<file path="src/gpcde_pkg.sv">
// Package for the port C, D and E general-purpose I/O block
package gpcde_pkg;

	localparam int ADDR_W = 16;
	localparam int DATA_W = 8;

	localparam logic [ADDR_W-1:0] PORT_C_DATA_OFS     = 16'h0002;
	localparam logic [ADDR_W-1:0] PORT_D_DATA_OFS     = 16'h0003;
	localparam logic [ADDR_W-1:0] PORT_E_DATA_OFS     = 16'h0008;
	localparam logic [ADDR_W-1:0] PORT_C_DIR_OFS      = 16'h0010;
	localparam logic [ADDR_W-1:0] PORT_D_DIR_OFS      = 16'h0011;
	localparam logic [ADDR_W-1:0] PORT_E_DIR_OFS      = 16'h0012;
	localparam logic [ADDR_W-1:0] PORT_C_PULLUP_OFS   = 16'h0013;
	localparam logic [ADDR_W-1:0] PORT_D_PULLUP_OFS   = 16'h0014;

	localparam logic [DATA_W-1:0] DIR_RESET    = 8'h00;
	localparam logic [DATA_W-1:0] PULLUP_RESET = 8'h00;
	localparam logic [DATA_W-1:0] RDATA_RESET  = 8'h00;

	// Port D pin positions of shared functions, and the port E serial pin count
	localparam int SS_BIT      = 0;
	localparam int SPI_LO_BIT  = 1;
	localparam int SPI_HI_BIT  = 3;
	localparam int TIMER_LO    = 4;
	localparam int TIMER_CH_N  = 4;
	localparam int SERIAL_PINS = 2;

	typedef struct packed {
		logic              wr;
		logic              rd;
		logic [ADDR_W-1:0] addr;
		logic [DATA_W-1:0] wdata;
	} gpcde_cpu_req_t;

	typedef struct packed {
		logic [7:0] out;
		logic [7:0] oe;
	} gpcde_pd_periph_t;

	typedef struct packed {
		logic [SERIAL_PINS-1:0] out;
		logic [SERIAL_PINS-1:0] oe;
	} gpcde_pe_periph_t;

endpackage

</file>
<file path="src/gpcde_ports.sv">
// Port C, D and E pin logic with data latches, direction registers, and pullup registers on ports C and D only
`timescale 1ns/1ps
`default_nettype none

module gpcde_ports #(
	parameter int PC_W = 7,
	parameter int PD_W = 8,
	parameter int PE_W = 6
) (
	input  wire logic                       sys_clk_i,
	input  wire logic                       rstn_i,
	input  wire gpcde_pkg::gpcde_cpu_req_t  cpu_req_i,
	output logic [gpcde_pkg::DATA_W-1:0]    cpu_rdata_o,
	input  wire logic [PC_W-1:0]            pc_pin_i,
	output logic [PC_W-1:0]                 pc_pin_o,
	output logic [PC_W-1:0]                 pc_pin_oe_o,
	output logic [PC_W-1:0]                 pc_pullup_o,
	input  wire logic [PD_W-1:0]            pd_pin_i,
	output logic [PD_W-1:0]                 pd_pin_o,
	output logic [PD_W-1:0]                 pd_pin_oe_o,
	output logic [PD_W-1:0]                 pd_pullup_o,
	input  wire logic [PE_W-1:0]            pe_pin_i,
	output logic [PE_W-1:0]                 pe_pin_o,
	output logic [PE_W-1:0]                 pe_pin_oe_o,
	input  wire logic                       spi_enable_bit_i,
	input  wire logic                       spi_master_select_i,
	input  wire logic                       serial_module_enable_i,
	input  wire logic [3:0]                 timer_edge_level_sel_b_i,
	input  wire logic [3:0]                 timer_edge_level_sel_a_i,
	input  wire gpcde_pkg::gpcde_pd_periph_t pd_periph_i,
	input  wire gpcde_pkg::gpcde_pe_periph_t pe_periph_i
);

	localparam int DW = gpcde_pkg::DATA_W;

	logic          rst_meta_r;
	logic          rst_sync_r;
	logic          rstn;

	// Reset release through two flops
	always_ff @(posedge sys_clk_i or negedge rstn_i) begin
		if (!rstn_i) begin
			rst_meta_r <= 1'b0;
			rst_sync_r <= 1'b0;
		end else begin
			rst_meta_r <= 1'b1;
			rst_sync_r <= rst_meta_r;
		end
	end
	assign rstn = rst_sync_r;

	logic           sel_pc;
	logic           sel_pd;
	logic           sel_pe;
	logic           sel_pcd;
	logic           sel_pdd;
	logic           sel_ped;
	logic           sel_pcu;
	logic           sel_pdu;

	always_comb begin
		sel_pc  = cpu_req_i.addr == gpcde_pkg::PORT_C_DATA_OFS;
		sel_pd  = cpu_req_i.addr == gpcde_pkg::PORT_D_DATA_OFS;
		sel_pe  = cpu_req_i.addr == gpcde_pkg::PORT_E_DATA_OFS;
		sel_pcd = cpu_req_i.addr == gpcde_pkg::PORT_C_DIR_OFS;
		sel_pdd = cpu_req_i.addr == gpcde_pkg::PORT_D_DIR_OFS;
		sel_ped = cpu_req_i.addr == gpcde_pkg::PORT_E_DIR_OFS;
		sel_pcu = cpu_req_i.addr == gpcde_pkg::PORT_C_PULLUP_OFS;
		sel_pdu = cpu_req_i.addr == gpcde_pkg::PORT_D_PULLUP_OFS;
	end

	// Data latches: no reset, contents survive it
	logic [PC_W-1:0] pc_latch_r;
	logic [PC_W-1:0] pc_latch_nxt;
	logic [PD_W-1:0] pd_latch_r;
	logic [PD_W-1:0] pd_latch_nxt;
	logic [PE_W-1:0] pe_latch_r;
	logic [PE_W-1:0] pe_latch_nxt;

	always_comb begin
		pc_latch_nxt = pc_latch_r;
		pd_latch_nxt = pd_latch_r;
		pe_latch_nxt = pe_latch_r;
		if (cpu_req_i.wr && sel_pc) begin
			pc_latch_nxt = cpu_req_i.wdata[PC_W-1:0];
		end
		if (cpu_req_i.wr && sel_pd) begin
			pd_latch_nxt = cpu_req_i.wdata[PD_W-1:0];
		end
		if (cpu_req_i.wr && sel_pe) begin
			pe_latch_nxt = cpu_req_i.wdata[PE_W-1:0];
		end
	end

	always_ff @(posedge sys_clk_i) begin
		pc_latch_r <= pc_latch_nxt;
		pd_latch_r <= pd_latch_nxt;
		pe_latch_r <= pe_latch_nxt;
	end

	// Direction and pullup registers
	logic [PC_W-1:0] pc_dir_r;
	logic [PC_W-1:0] pc_dir_nxt;
	logic [PD_W-1:0] pd_dir_r;
	logic [PD_W-1:0] pd_dir_nxt;
	logic [PE_W-1:0] pe_dir_r;
	logic [PE_W-1:0] pe_dir_nxt;
	logic [PC_W-1:0] pc_pue_r;
	logic [PC_W-1:0] pc_pue_nxt;
	logic [PD_W-1:0] pd_pue_r;
	logic [PD_W-1:0] pd_pue_nxt;

	always_comb begin
		pc_dir_nxt = pc_dir_r;
		pd_dir_nxt = pd_dir_r;
		pe_dir_nxt = pe_dir_r;
		pc_pue_nxt = pc_pue_r;
		pd_pue_nxt = pd_pue_r;
		if (cpu_req_i.wr) begin
			if (sel_pcd) begin
				pc_dir_nxt = cpu_req_i.wdata[PC_W-1:0];
			end
			if (sel_pdd) begin
				pd_dir_nxt = cpu_req_i.wdata[PD_W-1:0];
			end
			if (sel_ped) begin
				pe_dir_nxt = cpu_req_i.wdata[PE_W-1:0];
			end
			if (sel_pcu) begin
				pc_pue_nxt = cpu_req_i.wdata[PC_W-1:0];
			end
			if (sel_pdu) begin
				pd_pue_nxt = cpu_req_i.wdata[PD_W-1:0];
			end
		end
	end

	always_ff @(posedge sys_clk_i or negedge rstn) begin
		if (!rstn) begin
			pc_dir_r <= gpcde_pkg::DIR_RESET[PC_W-1:0];
			pd_dir_r <= gpcde_pkg::DIR_RESET[PD_W-1:0];
			pe_dir_r <= gpcde_pkg::DIR_RESET[PE_W-1:0];
			pc_pue_r <= gpcde_pkg::PULLUP_RESET[PC_W-1:0];
			pd_pue_r <= gpcde_pkg::PULLUP_RESET[PD_W-1:0];
		end else begin
			pc_dir_r <= pc_dir_nxt;
			pd_dir_r <= pd_dir_nxt;
			pe_dir_r <= pe_dir_nxt;
			pc_pue_r <= pc_pue_nxt;
			pd_pue_r <= pd_pue_nxt;
		end
	end

	// Which pins a peripheral has taken
	logic [PD_W-1:0] pd_own;
	logic [PE_W-1:0] pe_own;

	always_comb begin
		pd_own = '0;
		pe_own = '0;
		for (int i = 0; i < gpcde_pkg::TIMER_CH_N; i++) begin
			pd_own[gpcde_pkg::TIMER_LO+i] = timer_edge_level_sel_b_i[i]
				| timer_edge_level_sel_a_i[i];
		end
		for (int i = gpcde_pkg::SPI_LO_BIT; i <= gpcde_pkg::SPI_HI_BIT; i++) begin
			pd_own[i] = spi_enable_bit_i;
		end
		// Port D bit 0 (SS) is taken only with SPI enabled and master select low
		pd_own[gpcde_pkg::SS_BIT] = spi_enable_bit_i & ~spi_master_select_i;
		for (int i = 0; i < gpcde_pkg::SERIAL_PINS; i++) begin
			pe_own[i] = serial_module_enable_i;
		end
	end

	// Pin drive, enable and pullup, registered
	logic [PC_W-1:0] pc_out_r;
	logic [PC_W-1:0] pc_oe_r;
	logic [PC_W-1:0] pc_pu_r;
	logic [PD_W-1:0] pd_out_r;
	logic [PD_W-1:0] pd_oe_r;
	logic [PD_W-1:0] pd_pu_r;
	logic [PE_W-1:0] pe_out_r;
	logic [PE_W-1:0] pe_oe_r;
	logic [PC_W-1:0] pc_out_nxt;
	logic [PC_W-1:0] pc_oe_nxt;
	logic [PC_W-1:0] pc_pu_nxt;
	logic [PD_W-1:0] pd_out_nxt;
	logic [PD_W-1:0] pd_oe_nxt;
	logic [PD_W-1:0] pd_pu_nxt;
	logic [PE_W-1:0] pe_out_nxt;
	logic [PE_W-1:0] pe_oe_nxt;

	always_comb begin
		pc_out_nxt = pc_latch_r;
		pc_oe_nxt  = pc_dir_r;
		pc_pu_nxt  = pc_pue_r & ~pc_dir_r;
		pd_out_nxt = pd_latch_r;
		pd_oe_nxt  = pd_dir_r;
		for (int i = 0; i < PD_W; i++) begin
			if (pd_own[i]) begin
				pd_out_nxt[i] = pd_periph_i.out[i];
				pd_oe_nxt[i]  = pd_periph_i.oe[i];
			end
		end
		pd_pu_nxt  = pd_pue_r & ~pd_dir_r & ~pd_oe_nxt;
		pe_out_nxt = pe_latch_r;
		pe_oe_nxt  = pe_dir_r;
		for (int i = 0; i < gpcde_pkg::SERIAL_PINS; i++) begin
			if (pe_own[i]) begin
				pe_out_nxt[i] = pe_periph_i.out[i];
				pe_oe_nxt[i]  = pe_periph_i.oe[i];
			end
		end
	end

	always_ff @(posedge sys_clk_i or negedge rstn) begin
		if (!rstn) begin
			pc_out_r <= '0;
			pc_oe_r  <= '0;
			pc_pu_r  <= '0;
			pd_out_r <= '0;
			pd_oe_r  <= '0;
			pd_pu_r  <= '0;
			pe_out_r <= '0;
			pe_oe_r  <= '0;
		end else begin
			pc_out_r <= pc_out_nxt;
			pc_oe_r  <= pc_oe_nxt;
			pc_pu_r  <= pc_pu_nxt;
			pd_out_r <= pd_out_nxt;
			pd_oe_r  <= pd_oe_nxt;
			pd_pu_r  <= pd_pu_nxt;
			pe_out_r <= pe_out_nxt;
			pe_oe_r  <= pe_oe_nxt;
		end
	end

	// Read mux; direction picks latch or pin even for taken pins
	logic [DW-1:0] pc_view;
	logic [DW-1:0] pd_view;
	logic [DW-1:0] pe_view;
	logic [DW-1:0] rdata_r;
	logic [DW-1:0] rdata_nxt;

	always_comb begin
		pc_view = '0;
		pd_view = '0;
		pe_view = '0;
		pc_view[PC_W-1:0] = (pc_dir_r & pc_latch_r) | (~pc_dir_r & pc_pin_i);
		pd_view[PD_W-1:0] = (pd_dir_r & pd_latch_r) | (~pd_dir_r & pd_pin_i);
		pe_view[PE_W-1:0] = (pe_dir_r & pe_latch_r) | (~pe_dir_r & pe_pin_i);
		rdata_nxt = gpcde_pkg::RDATA_RESET;
		if (cpu_req_i.rd) begin
			if (sel_pc) begin
				rdata_nxt = pc_view;
			end else if (sel_pd) begin
				rdata_nxt = pd_view;
			end else if (sel_pe) begin
				rdata_nxt = pe_view;
			end else if (sel_pcd) begin
				rdata_nxt[PC_W-1:0] = pc_dir_r;
			end else if (sel_pdd) begin
				rdata_nxt[PD_W-1:0] = pd_dir_r;
			end else if (sel_ped) begin
				rdata_nxt[PE_W-1:0] = pe_dir_r;
			end else if (sel_pcu) begin
				rdata_nxt[PC_W-1:0] = pc_pue_r;
			end else if (sel_pdu) begin
				rdata_nxt[PD_W-1:0] = pd_pue_r;
			end
		end
	end

	always_ff @(posedge sys_clk_i or negedge rstn) begin
		if (!rstn) begin
			rdata_r <= gpcde_pkg::RDATA_RESET;
		end else begin
			rdata_r <= rdata_nxt;
		end
	end

	assign cpu_rdata_o = rdata_r;
	assign pc_pin_o    = pc_out_r;
	assign pc_pin_oe_o = pc_oe_r;
	assign pc_pullup_o = pc_pu_r;
	assign pd_pin_o    = pd_out_r;
	assign pd_pin_oe_o = pd_oe_r;
	assign pd_pullup_o = pd_pu_r;
	assign pe_pin_o    = pe_out_r;
	assign pe_pin_oe_o = pe_oe_r;
endmodule

`default_nettype wire

</file>
<file path="config.mk">
export PLATFORM = sky130hd
export DESIGN_NAME = gpcde_ports
export DESIGN_NICKNAME = d
export VERILOG_FILES = /design/src/gpcde_pkg.sv /design/src/gpcde_ports.sv
export SDC_FILE = /design/constraint.sdc
export NUM_CORES = 1
export LEC_CHECK = 0
export CORE_ASPECT_RATIO = 1.5
export CORE_MARGIN = 2
export CORE_UTILIZATION = 61
export DETAILED_ROUTE_END_ITERATION = 10
export DONT_BUFFER_PORTS = 1
export PLACE_DENSITY_LB_ADDON = 0.25
export SLEW_MARGIN = 10
export SYNTH_ARGS = -nofsm -noshare
export SYNTH_HDL_FRONTEND = slang
export SYNTH_SLANG_ARGS = --single-unit
</file>
<file path="constraint.sdc">
create_clock -name sys_clk_i -period 8.26 [get_ports sys_clk_i]
set_clock_uncertainty 0.15 [all_clocks]
set_input_delay 1.239 -clock sys_clk_i [delete_from_list [all_inputs] [get_ports sys_clk_i]]
set_output_delay 1.239 -clock sys_clk_i [all_outputs]
set_load 0.05 [all_outputs]
</file>
==> reports/summary.txt, run 1 <==
CP arrival: 3.25 ns
first-pass GRT wire length: 17.8 mm
layout cells sized above 1: 0.235
Fin Hold WS: 0.0382 ns
r2r worst-path depth: 1
CTS buffer count: 17
Ant. Diodes: 0
core area: 7910 sq um
Hold WC Path Type: flop to asynchronous set/reset pin
dpl ws: 4.74 ns
top cell type's share of synthesized area: 0.524
final setup vio count: 0
GRT overflow: 0
Pwr Total: 1.35 mW
Mapped Cells: 364
Post-CTS Setup Bufs: 0
Boundary Pins: 145
leak pwr: 2.46 nW
root buffer cell: clkbuf_16
Skew-Pair Late Insertion Delay: 0.41 ns
Mean Syn Cell Area: 13.5 sq um
synthesized cell area: 4920 sq um
most frequent cells after synthesis: 103 x dfrtp_1, 57 x mux2_2, 25 x o21ai_0
H-tree levels: 4
FFs w/ async S/R, synth: 0.831
VDD IR max: 0.172 mV
CTS tree: done
wirelength, routed: 11.6 mm
initial antenna violation count: 0
Yosys cell types: 38
clock-pin slew on the worst setup and hold paths: 0.05 ns
Max Clk Rate: 322 MHz
Die Y: 114 microns
final instance area: 5560 sq um
vias in the first global route: 3,276
initial core utilization: 0.622
max-cap violation count: 0
top post-synthesis cells by area: dfrtp_1 52%, mux2_2 13%, edfxtp_1 13%
RSZ-0062 raised after global routing: false
Crit. End Element: flop
Startpoint Class: input port
input/output buffers: 0
Pre-antenna DRT Iters: 4
vias per inst: 6.21
setup slack, reg-to-reg: 6.60 ns
CP max FO: 8
crit share post-route: 0.376
placed cell area: 5020 sq um
syn_nets: 444
final worst slack: 5.15 ns
dominant cell type by area after synthesis: dfrtp_1
via count: 3,061
Final TNS setup: 0 ns
Tot GR Track Use: 0.278
Area growth, synth to finish: 13.0%
Synth Register Bits: 124
Pins Over Slew Limit: 0
wire per inst: 23.5 microns
Fin. Hold Viols: 0
critical path class: input port to flop
Worst Path Required: 8.40 ns
Synth Warn #: 0
gpl congestion: 0.915
Power Density: 243 nW/um^2
largest net degree at the start of global routing: 85
die area: 8820 sq um
post-DP HPWL: 8.10 mm
Most used DFF post-synth: dfrtp_1
DRC: 0
cts hold-fix bufs: 0
reg2reg start: rst_sync_r
Period minus WS final: 3.11 ns
final antenna-violating net count: 0
most common cell in the netlist: dfrtp_1
relative slew slack: 0.304
clock sinks: 124
outcome: finished, final reports clean
die width: 77.3 microns
DR iter-0 viols: 188
Post-layout nets: 455
row cnt: 40
Post-synth EDFFs: 21
post-cts sizing count: 0
Longest Clk Path Bufs: 2
Seq/Total Area, Yosys: 0.652
worst slew pin tran: 1.04 ns
RR Endpoint: cpu_rdata_o[7]
## flip-flops by register name (all words and copies together), names as in the netlist, 8 cells and up
register     flops
pd_pin_oe_o      8
pd_pullup_o      8
pd_pin_o         8
pd_dir_r         8
cpu_rdata_o      8
pd_pue_r         8
pd_latch_r       8
## power by group
group          leakage [nW]  internal, mW  switching, mW
Clock                 0.268         0.425          0.241
Combinational         0.631        0.0129         0.0212
Sequential             1.56         0.629         0.0236
Total                  2.46          1.07          0.286
## worst max path at each step
stage,slack [ns],depth (start not counted),startpoint,end
6_report,5.15,5,cpu_req_i[22],pd_dir_r[2]
5_1_grt,5.01,5,cpu_req_i[17],pd_pue_r[7]
4_1_cts,5.16,5,cpu_req_i[17],pd_pue_r[2]
3_5_place_dp,4.74,5,cpu_req_i[22],pd_pue_r[2]
3_3_place_gp,4.87,5,cpu_req_i[17],pd_pue_r[1]
2_1_floorplan,5.03,0,rst_sync_r,cpu_rdata_o[0]
## kinds of logic (layout without fill, tap and decap cells)
kind of cell           after synthesis  after routing  share of synthesized area
buffers and inverters               17             41                     0.0142
other                                1              1                   0.000762
AND/OR/NAND/NOR                     94             94                      0.106
multiplexers                        70             70                      0.157
AO/OA/AOI/OAI                       58             58                     0.0699
flip-flops                         124            124                      0.652
## worst max-delay path: stages
cell and delay [ns]:
nor4_1 0.52, and4_1 0.51, nand2_4 0.13, nor2_2 0.44
mux2_2 0.40
## layer usage
metal	vias up	wire length [microns]	track usage
met3	34	594	0.0799
met1	1555	4070	0.300
met4	0	505	0.163
met5	-	0	0
met2	130	6400	0.484
li1	1342	-	-
## metrics by stage
stage / util / instances
global placement: 0.635 / 461
global route: 0.703 / 493
detailed placement: 0.635 / 461
finish: 0.703 / 493
floorplan: - / 364
CTS: 0.703 / 493
## cell type report
cell class                 instances  area [sq um]
multi-input combinational        223          1640
clock inverter                     8          67.6
fill                             560          2340
timing repair buffer               1          7.51
inverter                           8          30.0
sequential                       124          3210
tap                              105           131
clock buffer                      24           472
## placed cells by master, fill, tap and decap left out, types with 4 or more instances in the layout
| master | netlist | layout |
|---|---|---|
| dfrtp_1 | 103 | 102 |
| mux2_2 | 57 | 57 |
| o21ai_0 | 25 | 25 |
| nand2_1 | 21 | 21 |
| edfxtp_1 | 21 | 21 |
| clkbuf_16 | 0 | 17 |
| nor2_1 | 15 | 15 |
| mux2i_1 | 13 | 13 |
| a21oi_1 | 11 | 11 |
| nor2b_1 | 10 | 10 |
| nand2b_1 | 9 | 9 |
| and3_1 | 9 | 9 |
| inv_1 | 8 | 8 |
| clkinv_2 | 0 | 6 |
| or3_1 | 5 | 5 |
| o22ai_1 | 5 | 5 |
| a31oi_1 | 5 | 5 |
| clkbuf_1 | 6 | 5 |
| nor3_1 | 4 | 4 |
| a221oi_1 | 4 | 4 |
Power figures use the tool's default switching activity.
==> inputs of run 2 (changes only) <==
--- a/config.mk
+++ b/config.mk
@@ -5,9 +5,10 @@
 export SDC_FILE = /design/constraint.sdc
 export NUM_CORES = 1
 export LEC_CHECK = 0
+export ABC_AREA = 1
 export CORE_ASPECT_RATIO = 1.5
 export CORE_MARGIN = 2
-export CORE_UTILIZATION = 61
+export CORE_UTILIZATION = 57
 export DETAILED_ROUTE_END_ITERATION = 10
 export DONT_BUFFER_PORTS = 1
 export PLACE_DENSITY_LB_ADDON = 0.25
==> constraint.sdc (replaced) <==
create_clock -name sys_clk_i -period 2.7 [get_ports sys_clk_i]
set_clock_uncertainty 0.15 [all_clocks]
set_input_delay 0.405 -clock sys_clk_i [delete_from_list [all_inputs] [get_ports sys_clk_i]]
set_output_delay 0.405 -clock sys_clk_i [all_outputs]
set_load 0.05 [all_outputs]
==> run 2 against run 1 <==
  * The run now ends with negative hold slack left
  * Final area increased by 13%
  * Clock-buffer cell count decreased by 3
  * Combinational power increased to 4.4 times the previous value
  * Total power increased to 3.3 times the previous value
  * Register-to-register slack got worse by 5.4 ns
  * Clock power increased to 3.5 times the previous value
  * Critical endpoint is now cpu_rdata_o[0]
  * Largest power group unchanged
==> reports/summary.txt, run 2 <==
layout cells sized above 1: 0.107
Logic pwr share: 0.033
wirelength, routed: 14.2 mm
Die Y: 121 microns
Clock power frac: 0.516
GRT overflow: 0
Crit. End Element: flop
crit share post-route: 0.685
relative slew slack: 0.539
Fin. Hold Viols: 1
core area: 8830 sq um
DR iter-0 viols: 286
most common cell after layout, fill and taps aside: nand2_1
FFs w/ async S/R, synth: 0.831
Seq/Total Area, Yosys: 0.618
Worst Path Required: 2.87 ns
final setup vio count: 0
Ant. Diodes: 0
initial core utilization: 0.588
DRC: 0
Period minus WS final: 1.85 ns
CTS tree: done
gpl congestion: 0.890
input/output buffers: 0
Fin Hold WS: -0.00137 ns
syn_nets: 628
Power Density: 722 nW/um^2
violated checks: negative hold slack
Post-synth EDFFs: 21
Max Clk Rate: 540 MHz
root buffer cell: clkbuf_16
hold depth: 1
Final TNS setup: 0 ns
first-pass GRT wire length: 21.6 mm
Longest Clk Path Bufs: 2
sw frac: 0.224
Cell Count, Final, Fillers Out: 719
vias per inst: 5.64
most frequent cells after synthesis: 123 x nand2_1, 103 x dfrtp_1, 78 x inv_1
dominant cell type by area after synthesis: dfrtp_1
initial antenna violation count: 0
Synth Warn #: 0
RSZ-0062 raised after global routing: false
Tot GR Track Use: 0.309
top post-synthesis cells by area: dfrtp_1 50%, edfxtp_1 12%, nand2_1 8.9%
final worst slack: 0.849 ns
grt peak-use layer: met2
top cell type's share of synthesized area: 0.497
CTS buffer count: 17
r2r worst-path depth: 5
Skew-Pair Late Insertion Delay: 0.42 ns
critical path class: input port to flop
Seq pwr share: 0.451
clock-pin slew on the worst setup and hold paths: 0.05 ns
Area growth, synth to finish: 20.7%
H-tree levels: 4
Boundary Pins: 145
most frequent cells in the layout: 123 x nand2_1, 102 x dfrtp_1, 78 x inv_1
leak pwr: 2.96 nW
largest net degree at the start of global routing: 52
die area: 9900 sq um
CP arrival: 2.02 ns
via count: 4,054
Placed Instances: 656
Most used DFF post-synth: dfrtp_1
vias in the first global route: 4,143
Startpoint Class: input port
final antenna-violating net count: 0
synthesized cell area: 5190 sq um
Post-layout nets: 676
row cnt: 42
wire per inst: 19.7 microns
met1 Usage GRT: 0.338
Yosys cell types: 33
dpl ws: 0.521 ns
Sw Pwr: 1.01 mW
worst slew pin tran: 0.692 ns
met2 Usage GRT: 0.546
die width: 81.9 microns
clock sinks: 124
CP max FO: 9
Mean Syn Cell Area: 9.47 sq um
Pre-antenna DRT Iters: 7
max-cap violation count: 0
Mapped Cells: 548
Pins Over Slew Limit: 0
Int Power: 3.51 mW
post-DP HPWL: 9.66 mm
Hold WC Path Type: input port to flop
most common cell in the netlist: nand2_1
VDD IR max: 0.572 mV
met3 GRT Util: 0.0737
outcome: complete, but fails checks
Synth Register Bits: 124
[run 2: worst max-delay path, cell delays in order]
cell	delay (ns)
inv_1	0.04
nand2_1	0.12
nor3_2	0.28
nand3_1	0.42
buf_4	0.31
o21ai_0	0.13
inv_1	0.09
a21oi_1	0.22
[run 2: final timing paths]
| check | start | endpoint | slack (ns) |
|---|---|---|---|
| max in group asynchronous | rst_sync_r | pd_pin_oe_o[6] | 1.48 |
| worst min-delay path | spi_enable_bit_i | pd_pin_oe_o[1] | -0.001 |
| worst min register to register | rst_meta_r | rst_sync_r | 0.21 |
| worst max-delay path | cpu_req_i[14] | cpu_rdata_o[0] | 0.85 |
| min in group asynchronous | rstn_i | rst_sync_r | 0.07 |
| worst max register to register | pd_dir_r[0] | cpu_rdata_o[0] | 1.25 |
[run 2: cell type report]
class | count | area, sq um
well taps | 110 | 138
multi-input cells | 333 | 1610
repair buffers | 41 | 398
clock buffers | 21 | 470
flip-flops and latches | 124 | 3210
inverters | 79 | 297
clock inverters | 11 | 141
fillers | 657 | 2570
[run 2: timing repair]
item                                   CTS  global route
hold buffers                            31             0
endpoints found under the hold margin   49             0
buffers inserted                         0             0
gates resized for setup                  0             0
[run 2: per-stage QoR]
stage | cell area, sq um | total power [mW] | utilization
after floorplan | 5190 | 2.14 | -
after global placement | 5340 | 2.17 | 0.605
after detailed placement | 5340 | 2.17 | 0.605
after CTS | 6260 | 4.52 | 0.709
after global routing | 6260 | 4.63 | 0.709
final | 6260 | 4.52 | 0.709
[run 2: routing by layer]
layer,vias up,share of wire
li1,1859,-
met3,37,0.051
met5,-,0
met4,0,0.038
met1,2004,0.36
met2,154,0.55
[run 2: cells by family after synthesis]
family / after synthesis / synth area share
other cells: 1 / 0.000723
buf+inv: 91 / 0.0723
compound gates: 97 / 0.101
flops: 124 / 0.618
mux: 7 / 0.0142
simple gates: 228 / 0.194
[run 2: power by group through the flow]
stage / Clock [mW] / Sequential (mW) / Combinational, mW
after floorplan: 0 / 2.08 / 0.0619
after global placement: 0 / 2.07 / 0.0943
after detailed placement: 0 / 2.07 / 0.0979
after CTS: 2.34 / 2.04 / 0.148
after global routing: 2.43 / 2.04 / 0.165
final: 2.33 / 2.04 / 0.149
